## config.mk

```make
export PLATFORM = sky130hd
export DESIGN_NAME = dua_top
export DESIGN_NICKNAME = d
export VERILOG_FILES = /design/src/hdl/dua_pkg.sv /design/src/hdl/dua_top.sv
export SDC_FILE = /design/constraint.sdc
export NUM_CORES = 1
export LEC_CHECK = 0
export ABC_AREA = 0
export BUFFER_PORTS_ARGS = -buffer_cell sky130_fd_sc_hd__buf_2
export CAP_MARGIN = 20
export CORE_ASPECT_RATIO = 0.8
export CORE_MARGIN = 10
export CORE_UTILIZATION = 40
export DETAILED_ROUTE_END_ITERATION = 8
export GPL_TIMING_DRIVEN = 0
export HOLD_SLACK_MARGIN = 0.08
export SLEW_MARGIN = 20
export SYNTH_ARGS = -nofsm -noshare
export SYNTH_HDL_FRONTEND = slang
export SYNTH_SLANG_ARGS = --single-unit
```

## constraint.sdc

```tcl
create_clock -name CLOCK -period 1.6 [get_ports CLOCK]
set_clock_uncertainty 0.1 [all_clocks]
set_input_delay 0 -clock CLOCK [delete_from_list [all_inputs] [get_ports CLOCK]]
set_output_delay 0 -clock CLOCK [all_outputs]
set_load 0.03 [all_outputs]
```

## src/hdl/dua_pkg.sv

```systemverilog
// constants, register map and carrier types of the data/user memory addressing block
// assumes a 16-bit stack core and a word-wide external memory on one clock
package dua_pkg;

    // ------------------------------------------------------------
    // register map (word index on the register port)
    // ------------------------------------------------------------
    localparam logic [2:0] DUA_OFF_IBC  = 3'h0;
    localparam logic [2:0] DUA_OFF_CFG  = 3'h1;
    localparam logic [2:0] DUA_OFF_CPR  = 3'h2;
    localparam logic [2:0] DUA_OFF_DPR  = 3'h3;
    localparam logic [2:0] DUA_OFF_IPR  = 3'h4;
    localparam logic [2:0] DUA_OFF_UPR  = 3'h5;
    localparam logic [2:0] DUA_OFF_UBR  = 3'h6;
    localparam logic [2:0] DUA_OFF_ADDR = 3'h7;

    // ------------------------------------------------------------
    // field positions and widths
    // ------------------------------------------------------------
    localparam int DUA_DPS_BIT   = 5;
    localparam int DUA_ORDER_BIT = 2;
    localparam int DUA_IPR_DBIT  = 4;
    localparam int DUA_PAGE_W    = 4;
    localparam int DUA_UFLD_W    = 5;
    localparam int DUA_UBASE_LO  = 6;

    localparam logic [15:0] DUA_RST_WORD = 16'h0000;
    localparam logic [3:0]  DUA_RST_PAGE = 4'h0;

    // ------------------------------------------------------------
    // carriers
    // ------------------------------------------------------------
    typedef enum logic [1:0] {
        DUA_FETCH,
        DUA_DATA,
        DUA_USER
    } dua_kind_t;

    typedef struct packed {
        logic              valid;
        dua_kind_t         kind;
        logic              write;
        logic              byte_mode;
        logic [15:0]       addr;
        logic [4:0]        ufield;
        logic [15:0]       wdata;
    } dua_req_t;

    typedef struct packed {
        logic [18:0]       waddr;
        logic [15:0]       wdata;
        logic [1:0]        byte_en;
        logic              rd;
        logic              wr;
    } dua_mem_t;

    typedef struct packed {
        logic              valid;
        logic              is_byte;
        logic              odd_lane;
        logic              swap;
    } dua_pend_t;

endpackage : dua_pkg

```

## src/hdl/dua_top.sv

```systemverilog
// data, user and fetch address formation with byte-lane steering
// core requests arrive on CLOCK; memory read data arrive from pins
// word lane convention: bits 15:8 hold the even byte address in order mode 0, the odd one in order mode 1
//
// The address-and-strobe port and the register addresses are this design's own decisions.
`timescale 1ns/10ps

module dua_top #(
    parameter int MEM_LAT = 1
) (
    input  wire logic            CLOCK,
    input  wire logic            RST,
    input  wire logic [2:0]      REG_ADDR,
    input  wire logic [15:0]     REG_WDATA,
    input  wire logic            REG_WR,
    input  wire logic            REG_RD,
    output logic      [15:0]     REG_RDATA,
    input  wire dua_pkg::dua_req_t CORE_REQ,
    input  wire logic            CORE_CALL,
    input  wire logic            CORE_RET,
    input  wire logic            DPS_SET,
    input  wire logic            DPS_CLR,
    output logic      [15:0]     RD_DATA,
    output logic                 RD_VALID,
    output dua_pkg::dua_mem_t    MEM_OUT,
    input  wire logic [15:0]     MEM_RDATA
);

    localparam int PIPE_LEN = MEM_LAT + 2;

    // ------------------------------------------------------------
    // registers
    // ------------------------------------------------------------
    logic [15:0]         ibc_ff;
    logic [15:0]         cfg_ff;
    logic [3:0]          cpr_ff;
    logic [3:0]          dpr_ff;
    logic [4:0]          ipr_ff;
    logic [3:0]          upr_ff;
    logic [15:0]         ubr_ff;
    logic [19:0]         last_addr_ff;
    logic [15:0]         rdata_ff;
    dua_pkg::dua_mem_t   mem_ff;
    dua_pkg::dua_pend_t  pipe_ff [0:PIPE_LEN];
    logic [15:0]         sync1_ff;
    logic [15:0]         sync2_ff;
    logic [15:0]         rd_data_ff;
    logic                rd_valid_ff;

    // ------------------------------------------------------------
    // register port decode
    // ------------------------------------------------------------
    wire wr_ibc = REG_WR && (REG_ADDR == dua_pkg::DUA_OFF_IBC);
    wire wr_cfg = REG_WR && (REG_ADDR == dua_pkg::DUA_OFF_CFG);
    wire wr_cpr = REG_WR && (REG_ADDR == dua_pkg::DUA_OFF_CPR);
    wire wr_dpr = REG_WR && (REG_ADDR == dua_pkg::DUA_OFF_DPR);
    wire wr_ipr = REG_WR && (REG_ADDR == dua_pkg::DUA_OFF_IPR);
    wire wr_upr = REG_WR && (REG_ADDR == dua_pkg::DUA_OFF_UPR);
    wire wr_ubr = REG_WR && (REG_ADDR == dua_pkg::DUA_OFF_UBR);

    logic [15:0] reg_sel;
    always_comb begin
        case (REG_ADDR)
            dua_pkg::DUA_OFF_IBC:  reg_sel = ibc_ff;
            dua_pkg::DUA_OFF_CFG:  reg_sel = cfg_ff;
            dua_pkg::DUA_OFF_CPR:  reg_sel = {12'h000, cpr_ff};
            dua_pkg::DUA_OFF_DPR:  reg_sel = {12'h000, dpr_ff};
            dua_pkg::DUA_OFF_IPR:  reg_sel = {11'h000, ipr_ff};
            dua_pkg::DUA_OFF_UPR:  reg_sel = {12'h000, upr_ff};
            dua_pkg::DUA_OFF_UBR:  reg_sel = ubr_ff;
            dua_pkg::DUA_OFF_ADDR: reg_sel = last_addr_ff[15:0];
            default:               reg_sel = dua_pkg::DUA_RST_WORD;
        endcase
    end

    wire [15:0] nxt_rdata = REG_RD ? reg_sel : dua_pkg::DUA_RST_WORD;

    // ------------------------------------------------------------
    // data page select and index page
    // ------------------------------------------------------------
    wire dps_now  = ibc_ff[dua_pkg::DUA_DPS_BIT];
    // return value takes effect in the same cycle
    wire dps_eff  = CORE_RET ? ipr_ff[dua_pkg::DUA_IPR_DBIT] : dps_now;

    logic nxt_dps;
    always_comb begin
        nxt_dps = dps_now;
        if (wr_ibc) begin
            nxt_dps = REG_WDATA[dua_pkg::DUA_DPS_BIT];
        end
        if (DPS_SET) begin
            nxt_dps = 1'b1;
        end else if (DPS_CLR) begin
            nxt_dps = 1'b0;
        end
        if (CORE_RET) begin
            nxt_dps = ipr_ff[dua_pkg::DUA_IPR_DBIT];
        end
    end

    logic [15:0] nxt_ibc;
    always_comb begin
        nxt_ibc = wr_ibc ? REG_WDATA : ibc_ff;
        nxt_ibc[dua_pkg::DUA_DPS_BIT] = nxt_dps;
    end

    // call saves select bit and code page for the return
    wire [4:0] nxt_ipr = CORE_CALL ? {dps_now, cpr_ff} :
                         wr_ipr    ? REG_WDATA[4:0] : ipr_ff;

    // ------------------------------------------------------------
    // address formation
    // ------------------------------------------------------------
    wire is_fetch = (CORE_REQ.kind == dua_pkg::DUA_FETCH);
    wire is_user  = (CORE_REQ.kind == dua_pkg::DUA_USER);
    wire is_data  = (CORE_REQ.kind == dua_pkg::DUA_DATA);

    wire [3:0] data_page = dps_eff ? dpr_ff : cpr_ff;

    // user address: page, base offset, ORed word field
    wire [15:0] user_addr = {ubr_ff[15:dua_pkg::DUA_UBASE_LO],
                             ubr_ff[5:1] | CORE_REQ.ufield,
                             1'b0};

    wire [3:0] sel_page = is_fetch ? cpr_ff :
                          is_user  ? upr_ff[dua_pkg::DUA_PAGE_W-1:0] :
                          data_page;
    wire [15:0] sel_addr = is_user ? user_addr : CORE_REQ.addr;
    wire [19:0] full_addr = {sel_page, sel_addr};

    // ------------------------------------------------------------
    // byte-lane steering
    // ------------------------------------------------------------
    wire order_bit = cfg_ff[dua_pkg::DUA_ORDER_BIT];
    wire byte_acc  = is_data && CORE_REQ.byte_mode;
    // word swap: order mode flipped again by an odd address
    wire word_swap = is_data && (order_bit ^ CORE_REQ.addr[0]);
    // byte lane: address bit 0 inverted in order mode 1
    wire odd_lane  = CORE_REQ.addr[0] ^ order_bit;

    wire [15:0] wr_word = word_swap ? {CORE_REQ.wdata[7:0], CORE_REQ.wdata[15:8]}
                                    : CORE_REQ.wdata;
    wire [15:0] wr_byte = {CORE_REQ.wdata[7:0], CORE_REQ.wdata[7:0]};
    wire [1:0]  be_byte = odd_lane ? 2'h1 : 2'h2;

    dua_pkg::dua_mem_t nxt_mem;
    always_comb begin
        nxt_mem.waddr   = full_addr[19:1];
        nxt_mem.wdata   = byte_acc ? wr_byte : wr_word;
        nxt_mem.byte_en = byte_acc ? be_byte : 2'h3;
        nxt_mem.rd      = CORE_REQ.valid && !CORE_REQ.write;
        nxt_mem.wr      = CORE_REQ.valid && CORE_REQ.write && !is_fetch;
    end

    dua_pkg::dua_pend_t nxt_pend;
    always_comb begin
        nxt_pend.valid    = CORE_REQ.valid && !CORE_REQ.write;
        nxt_pend.is_byte  = byte_acc;
        nxt_pend.odd_lane = odd_lane;
        nxt_pend.swap     = word_swap;
    end

    // ------------------------------------------------------------
    // read return path
    // ------------------------------------------------------------
    dua_pkg::dua_pend_t tail;
    assign tail = pipe_ff[PIPE_LEN];

    wire [7:0]  rd_lane = tail.odd_lane ? sync2_ff[7:0] : sync2_ff[15:8];
    wire [15:0] rd_byte = {8'h00, rd_lane};
    wire [15:0] rd_word = tail.swap ? {sync2_ff[7:0], sync2_ff[15:8]} : sync2_ff;
    wire [15:0] nxt_rd_data = tail.is_byte ? rd_byte : rd_word;

    // ------------------------------------------------------------
    // state
    // ------------------------------------------------------------
    always_ff @(posedge CLOCK) begin
        if (RST) begin
            ibc_ff       <= dua_pkg::DUA_RST_WORD;
            cfg_ff       <= dua_pkg::DUA_RST_WORD;
            cpr_ff       <= dua_pkg::DUA_RST_PAGE;
            dpr_ff       <= dua_pkg::DUA_RST_PAGE;
            ipr_ff       <= 5'h00;
            upr_ff       <= dua_pkg::DUA_RST_PAGE;
            ubr_ff       <= dua_pkg::DUA_RST_WORD;
            last_addr_ff <= 20'h00000;
            rdata_ff     <= dua_pkg::DUA_RST_WORD;
        end else begin
            ibc_ff   <= nxt_ibc;
            cfg_ff   <= wr_cfg ? REG_WDATA : cfg_ff;
            cpr_ff   <= wr_cpr ? REG_WDATA[3:0] : cpr_ff;
            dpr_ff   <= wr_dpr ? REG_WDATA[3:0] : dpr_ff;
            ipr_ff   <= nxt_ipr;
            upr_ff   <= wr_upr ? REG_WDATA[3:0] : upr_ff;
            ubr_ff   <= wr_ubr ? REG_WDATA : ubr_ff;
            if (CORE_REQ.valid) begin
                last_addr_ff <= full_addr;
            end
            rdata_ff <= nxt_rdata;
        end
    end

    always_ff @(posedge CLOCK) begin
        if (RST) begin
            mem_ff      <= '0;
            rd_data_ff  <= dua_pkg::DUA_RST_WORD;
            rd_valid_ff <= 1'b0;
            for (int i = 0; i <= PIPE_LEN; i++) begin
                pipe_ff[i] <= '0;
            end
        end else begin
            mem_ff     <= nxt_mem;
            pipe_ff[0] <= nxt_pend;
            for (int i = 1; i <= PIPE_LEN; i++) begin
                pipe_ff[i] <= pipe_ff[i-1];
            end
            rd_valid_ff <= tail.valid;
            if (tail.valid) begin
                rd_data_ff <= nxt_rd_data;
            end
        end
    end

    // memory data come from pins
    always_ff @(posedge CLOCK) begin
        if (RST) begin
            sync1_ff <= dua_pkg::DUA_RST_WORD;
            sync2_ff <= dua_pkg::DUA_RST_WORD;
        end else begin
            sync1_ff <= MEM_RDATA;
            sync2_ff <= sync1_ff;
        end
    end

    assign REG_RDATA = rdata_ff;
    assign MEM_OUT   = mem_ff;
    assign RD_DATA   = rd_data_ff;
    assign RD_VALID  = rd_valid_ff;

endmodule : dua_top

```

==> results of run 1 <==
## area by class of cell
| cell class | instances | share of cell area [%] |
|---|---|---|
| sequential | 200 | 38.6 |
| multi-input combinational | 531 | 32.8 |
| timing repair buffer | 247 | 16.4 |
| clock buffer | 17 | 4.10 |
| tap | 258 | 3.11 |
| buffer | 56 | 2.75 |
| clock inverter | 15 | 2.05 |
| inverter | 2 | 0.0724 |
| antenna | 2 | 0.0483 |
## logic make-up (layout without fill, tap and decap cells)
logic type	count (synthesis)	in the layout
other	0	2
multiplexers	89	89
AND/OR/NAND/NOR	292	292
buffers and inverters	60	337
flip-flops	200	200
XOR/XNOR	2	2
AO/OA/AOI/OAI	148	148
## worst max-delay path, stage by stage
cell,delay [ns]
dlygate4sd3_1,0.54
buf_2,0.12
nand2b_1,0.05
buf_2,0.19
buf_4,0.22
o311ai_0,0.49
a21oi_1,0.12
## timing repair
| item | CTS | global route |
|---|---|---|
| hold buffers | 91 | 3 |
| cloned | 0 | 0 |
| endpoints found under the hold margin | 147 | 7 |
| endpoints found under the setup margin | 16 | 30 |
| resized for setup | 3 | 12 |
## cell usage in the layout, fill, tap and decap left out, types with 2 or more instances in the layout
cell           instances
a211oi_1              20
a21oi_1               65
a22o_1                 4
a311oi_1               4
a31oi_1                7
and3_1                 2
buf_1                  5
buf_2                165
buf_4                  5
buf_6                  4
clkbuf_1              23
clkbuf_16             17
clkbuf_2               7
clkinv_8               4
dfxtp_1              199
diode_2                2
dlygate4sd3_1         92
inv_1                  2
inv_12                 2
inv_8                  6
mux2_2                18
mux2i_1               67
mux4_2                 4
nand2_1              113
nand2b_1              14
nand3_1                3
nor2_1                68
nor2b_1               78
o211a_1               11
o211ai_1               4
o22ai_1               15
o311a_1                5
o311ai_0               5
or3_1                  2
## worst min path at each step
stage / slack (ns) / endpoint / from
final: 0.06 / ibc_ff[5] / REG_WR
after global routing: 0.10 / ibc_ff[5] / REG_WR
after CTS: 0.08 / ipr_ff[1] / REG_WR
after detailed placement: 0.11 / pipe_ff[0][3] / CORE_REQ[38]
after global placement: 0.11 / pipe_ff[0][3] / CORE_REQ[38]
after floorplan: -0.02 / pipe_ff[0][3] / CORE_REQ[38]
## per-layer routing
metal / vias to the layer above / share of wire (%)
met2: 224 / 47
met1: 3106 / 45
met4: 0 / 2.3
met3: 45 / 6.1
li1: 3249 / -
met5: - / 0
## report_power, final
part	leakage [nW]	switching, mW	internal, mW
clock	0.311	2.29	2.31
combinational	2.62	0.697	0.526
sequential	1.64	0.0795	5.15
## per-stage QoR
stage | power, mW | TNS [ns] | hold slack, ns
6_report | 11.1 | 0 | 0.0599
5_1_grt | 11.4 | 0 | 0.102
4_1_cts | 11.1 | 0 | 0.0831
3_5_place_dp | 6.37 | -10.96 | 0.111
3_3_place_gp | 6.37 | -7.94 | 0.107
2_1_floorplan | 5.96 | 0 | -0.0239
==> impl_metrics.toml, run 1 <==
[run_status]
status = "finished clean"

[cts]
path_clk_slew_ns = 0.08
cts_inserted_buffers = 17
tritoncts = "built"
clk_path_buf_depth = 2
worstSkewPairLatency_ns = 0.44
htree_levels = 4
numClockSinks = 200
post-cts-setup-buffer-count = 0
cts-root-buf = "clkbuf_16"

[logic_synthesis]
synth-simple-area-share_pct = 18.4
ys_ff_latch = 200
syn-instance-count = 791
synth_top_area_share_pct = 52.2
synth-compound-area-share_pct = 12.9
avgSynthCellArea_um2 = 9.70
synth_xor_area_share_pct = 0.228
muxShareOfSynthArea_pct = 12.6
synth_common_cells = "200 x dfxtp_1, 113 x nand2_1, 79 x nor2b_1"
ys_warn_count = 0
synthAdderAreaFrac_pct = 0
yosysSeqAreaShare_pct = 52.2
yosysMostFrequentCell = "dfxtp_1"
syn-cell-area_um2 = 7670
ys.flop_type = "dfxtp_1"
async_reset_ff_share_pct = 0
synth_top_family_by_area = "simple AND/OR/NAND/NOR gates"
synth_edf_count = 0
syn_nets = 876
yosysTopAreaCell = "dfxtp_1"
yosys.cell_types.count = 49
synth_area_leaders = "dfxtp_1 52%, mux2i_1 8.7%, nor2b_1 6.4%, nand2_1 5.5%, a21oi_1 4.2%"

[finish]
layoutNonFillerInstCount = 1328
finalNetCount = 1140
syn_to_final_growth_pct = 35.2
multi_input_comb_area_um2 = 3400
fin_util_pct = 54.8
ff_latch_area_um2 = 4010
largest_reg_flops = 38
drive_gt1_share_pct = 22.9
nFillCells = 1737
final_cell_area_um2 = 10400

[global_route]
antenna_found_initial = 1
overflow = 0
grt_usage_pct = 19.0
grt_pass1_vias = 6686
grt_start_max_net_pins = 23
grt_pass1_wl_mm = 37.5
met1_usage_pct = 25.1
grt_most_used_layer = "met2"
grt_util_met3_pct = 3.75
grt_use_met2_pct = 30.3

[setup_path]
critPathLaunchType = "input pin"
crit_fanout = 10
rr_worst_depth = 5
worstSetupPathType = "in -> reg"
crit_start = "CORE_REQ[40]"
worstPathArrival_ns = 1.74
critical_path.endpoint = "last_addr_ff[1]"
r2r_slack_ns = 0.07
end_kind = "flip-flop"
worstReg2RegEnd = "MEM_OUT[7]"
r2r_start = "cfg_ff[2]"
worstPathRequired_ns = 1.81

[sta]
slew_headroom_pct = 51.9
slew_viol_final = 0
hold_viol_final = 0
finalSetupViolCount = 0
period_needed_ns = 1.54
rsz0062_at_grt = "false"
post-route-period-util_pct = 96.2
fmax_ghz = 0.650
worstMarginPinSlew_ns = 0.721
layout_setup_ws_ns = 0.0613

[drt]
routed_via_density = 4.99
first_pass_iters = 5
antenna_left = 0
drc_errors = 0
num_vias = 6624
drt-wirelength-per-cell_um = 18.3
wirelength_mm = 24.3
drtIter0Drc = 490

[floorplan]
dieArea_um2 = 25200
die_height_um = 144
core_um2 = 18900
core.rowCount = 45
pin_count = 157
start_util_pct = 40.5
dieWidth_um = 175

[power_and_ir_drop]
power.density_nw_per_um2 = 1070
p_leak_nw = 4.57
vdd_drop_max_v = 0.000628

[placed_design]
pre_cts_ws_ns = -0.216
place.gp.congestion = 0.867
placed_area_um2 = 8760
dp_cells = 1203
io_buffers = 154
dp_hpwl_mm = 16.8

[worst_hold_path]
hold_path.class = "in -> reg"
hold_depth = 5

[job]
maxCapViolCount = 0
Power figures use the tool's default switching activity.
==> run 2: changes to the inputs <==
--- a/config.mk
+++ b/config.mk
@@ -8,7 +8,7 @@
 export ABC_AREA = 0
 export BUFFER_PORTS_ARGS = -buffer_cell sky130_fd_sc_hd__buf_2
 export CAP_MARGIN = 20
-export CORE_ASPECT_RATIO = 0.8
+export CORE_ASPECT_RATIO = 1.1
 export CORE_MARGIN = 10
 export CORE_UTILIZATION = 40
 export DETAILED_ROUTE_END_ITERATION = 8
==> impl_metrics.toml, run 2 (synthesized netlist as in run 1, its figures left out) <==
[run_status]
status = "finished clean"

[drt]
dr_wl_met3_um = 952
num_vias = 6404
routed_via_density = 4.87
wirelength_mm = 22.6
first_pass_iters = 5
antenna_left = 0
drc_errors = 0
drt-met1-wl_mm = 10.3
drt-wirelength-per-cell_um = 17.1
routed.top_layer = "met4"
drtIter0Drc = 334
wl_met2_mm = 11.0

[sta]
worstMarginPinSlew_ns = 0.775
slew_viol_final = 0
slew_headroom_pct = 48.3
post-route-period-util_pct = 94.5
layout_setup_ws_ns = 0.0878
whs_ns = 0.0778
finalSetupViolCount = 0
period_needed_ns = 1.51
fmax_ghz = 0.661
hold_viol_final = 0

[finish]
largest_reg_flops = 38
layoutNonFillerInstCount = 1316
final_cell_mix = "199 x dfxtp_1, 166 x buf_2, 113 x nand2_1, 90 x dlygate4sd3_1, 78 x nor2b_1"
n_antenna_cell = 0
finalNetCount = 1141
final_common_cell = "dfxtp_1"
drive_gt1_share_pct = 23.1
syn_to_final_growth_pct = 34.0

[global_route]
grt_start_max_net_pins = 19
grt_pass1_wl_mm = 35.9
grt_usage_pct = 17.7
grt_pass1_vias = 6528
antenna_found_initial = 0
overflow = 0

[power_and_ir_drop]
power.density_nw_per_um2 = 1040
finalPower_mw = 10.7
p_leak_nw = 4.54
vdd_drop_max_v = 0.000689

[floorplan]
dieWidth_um = 152
pin_count = 157
core.rowCount = 53
start_util_pct = 40.4
dieArea_um2 = 25100
core_um2 = 19000
die_height_um = 165

[setup_path]
path_cells = "xnor2_2 > or3_1 > buf_4 > mux2i_1 > nor2_1"
crit_fanout = 8
worstPathRequired_ns = 1.81
worstSetupPathType = "reg -> reg"
cp_slowest_cell = "dfxtp_2"
worstPathArrival_ns = 1.72
end_kind = "flip-flop"
r2r_start = "cfg_ff[2]"
critPathLaunchType = "flip-flop"
crit_start = "cfg_ff[2]"
critPathMaxStageDelay_ns = 0.37

[cts]
cts_inserted_buffers = 17
path_clk_slew_ns = 0.07
numClockSinks = 200
tritoncts = "built"
htree_levels = 4
worstSkewPairLatency_ns = 0.44
clk_path_buf_depth = 2
cts-root-buf = "clkbuf_16"

[worst_hold_path]
hold_path.class = "in -> reg"
hold_start = "REG_ADDR[2]"

[placed_design]
place.gp.congestion = 0.824
dp_hpwl_mm = 16.9
pre_cts_ws_ns = -0.183
io_buffers = 154
dp_cells = 1192

[job]
maxCapViolCount = 0
run 2: changes by cell type in the layout (fill, tap and decap cells not counted), moves of 2 or more:
cell,previous run,this run
clkinv_2,0,2
inv_12,2,0
clkinvlp_4,0,2
buf_4,5,8
clkinv_8,4,1
diode_2,2,0
clkbuf_1,23,25
inv_6,1,3
inv_8,6,2
dlygate4sd3_1,92,90
run 2: per-layer routing:
layer | global-route usage [%] | vias up
met1 | 21.5 | 2987
met2 | 31.4 | 168
met4 | 4.90 | 0
met3 | 3.63 | 17
li1 | - | 3232
met5 | 0 | -
run 2: worst max-delay path: cells and delay by family, from the launching register on:
family	cells	cell delay, ns
flops	1	0.37
simple gates	2	0.36
buf+inv	1	0.20
mux	1	0.18
xor+xnor	1	0.17
run 2: path summary, 6_finish.rpt:
path	cells past startpoint	slack, ns	end
max	5	0.09	MEM_OUT[6]
min	5	0.08	ibc_ff[15]
max reg2reg	5	0.09	MEM_OUT[6]
min reg2reg	1	0.34	sync2_ff[14]
run 2: final cells by class:
| class | instances | area, µm² |
|---|---|---|
| plain buffers | 57 | 289 |
| clock buffers | 19 | 443 |
| clock inverters | 13 | 138 |
| fillers | 1790 | 8690 |
| inverters | 2 | 7.51 |
| multi-input cells | 531 | 3390 |
| flip-flops and latches | 200 | 4010 |
| well taps | 247 | 309 |
| repair buffers | 247 | 1690 |
run 2: stage by stage:
stage	TNS, ns	util [%]	instance area [µm²]
after floorplan	0	-	7670
after detailed placement	-3.40	46.1	8750
after global placement	-2.74	46.1	8750
after global routing	-0.00360	54.2	10300
after CTS	0	54.0	10200
final	0	54.2	10300
run 2: report_power, final:
| part | switching (mW) | internal, mW | total, mW |
|---|---|---|---|
| Sequential | 0.0824 | 5.16 | 5.24 |
| Clock | 1.99 | 2.24 | 4.23 |
| Combinational | 0.670 | 0.530 | 1.20 |
| Total | 2.75 | 7.92 | 10.7 |
run 2: timing repair:
item / 4_1_cts / 5_1_grt
endpoints found under the hold margin: 147 / 0
resized for setup: 3 / 11
pin swaps: 0 / 1
hold buffers: 90 / 0
setup buffers: 0 / 3
setup endpoints to repair: 16 / 53
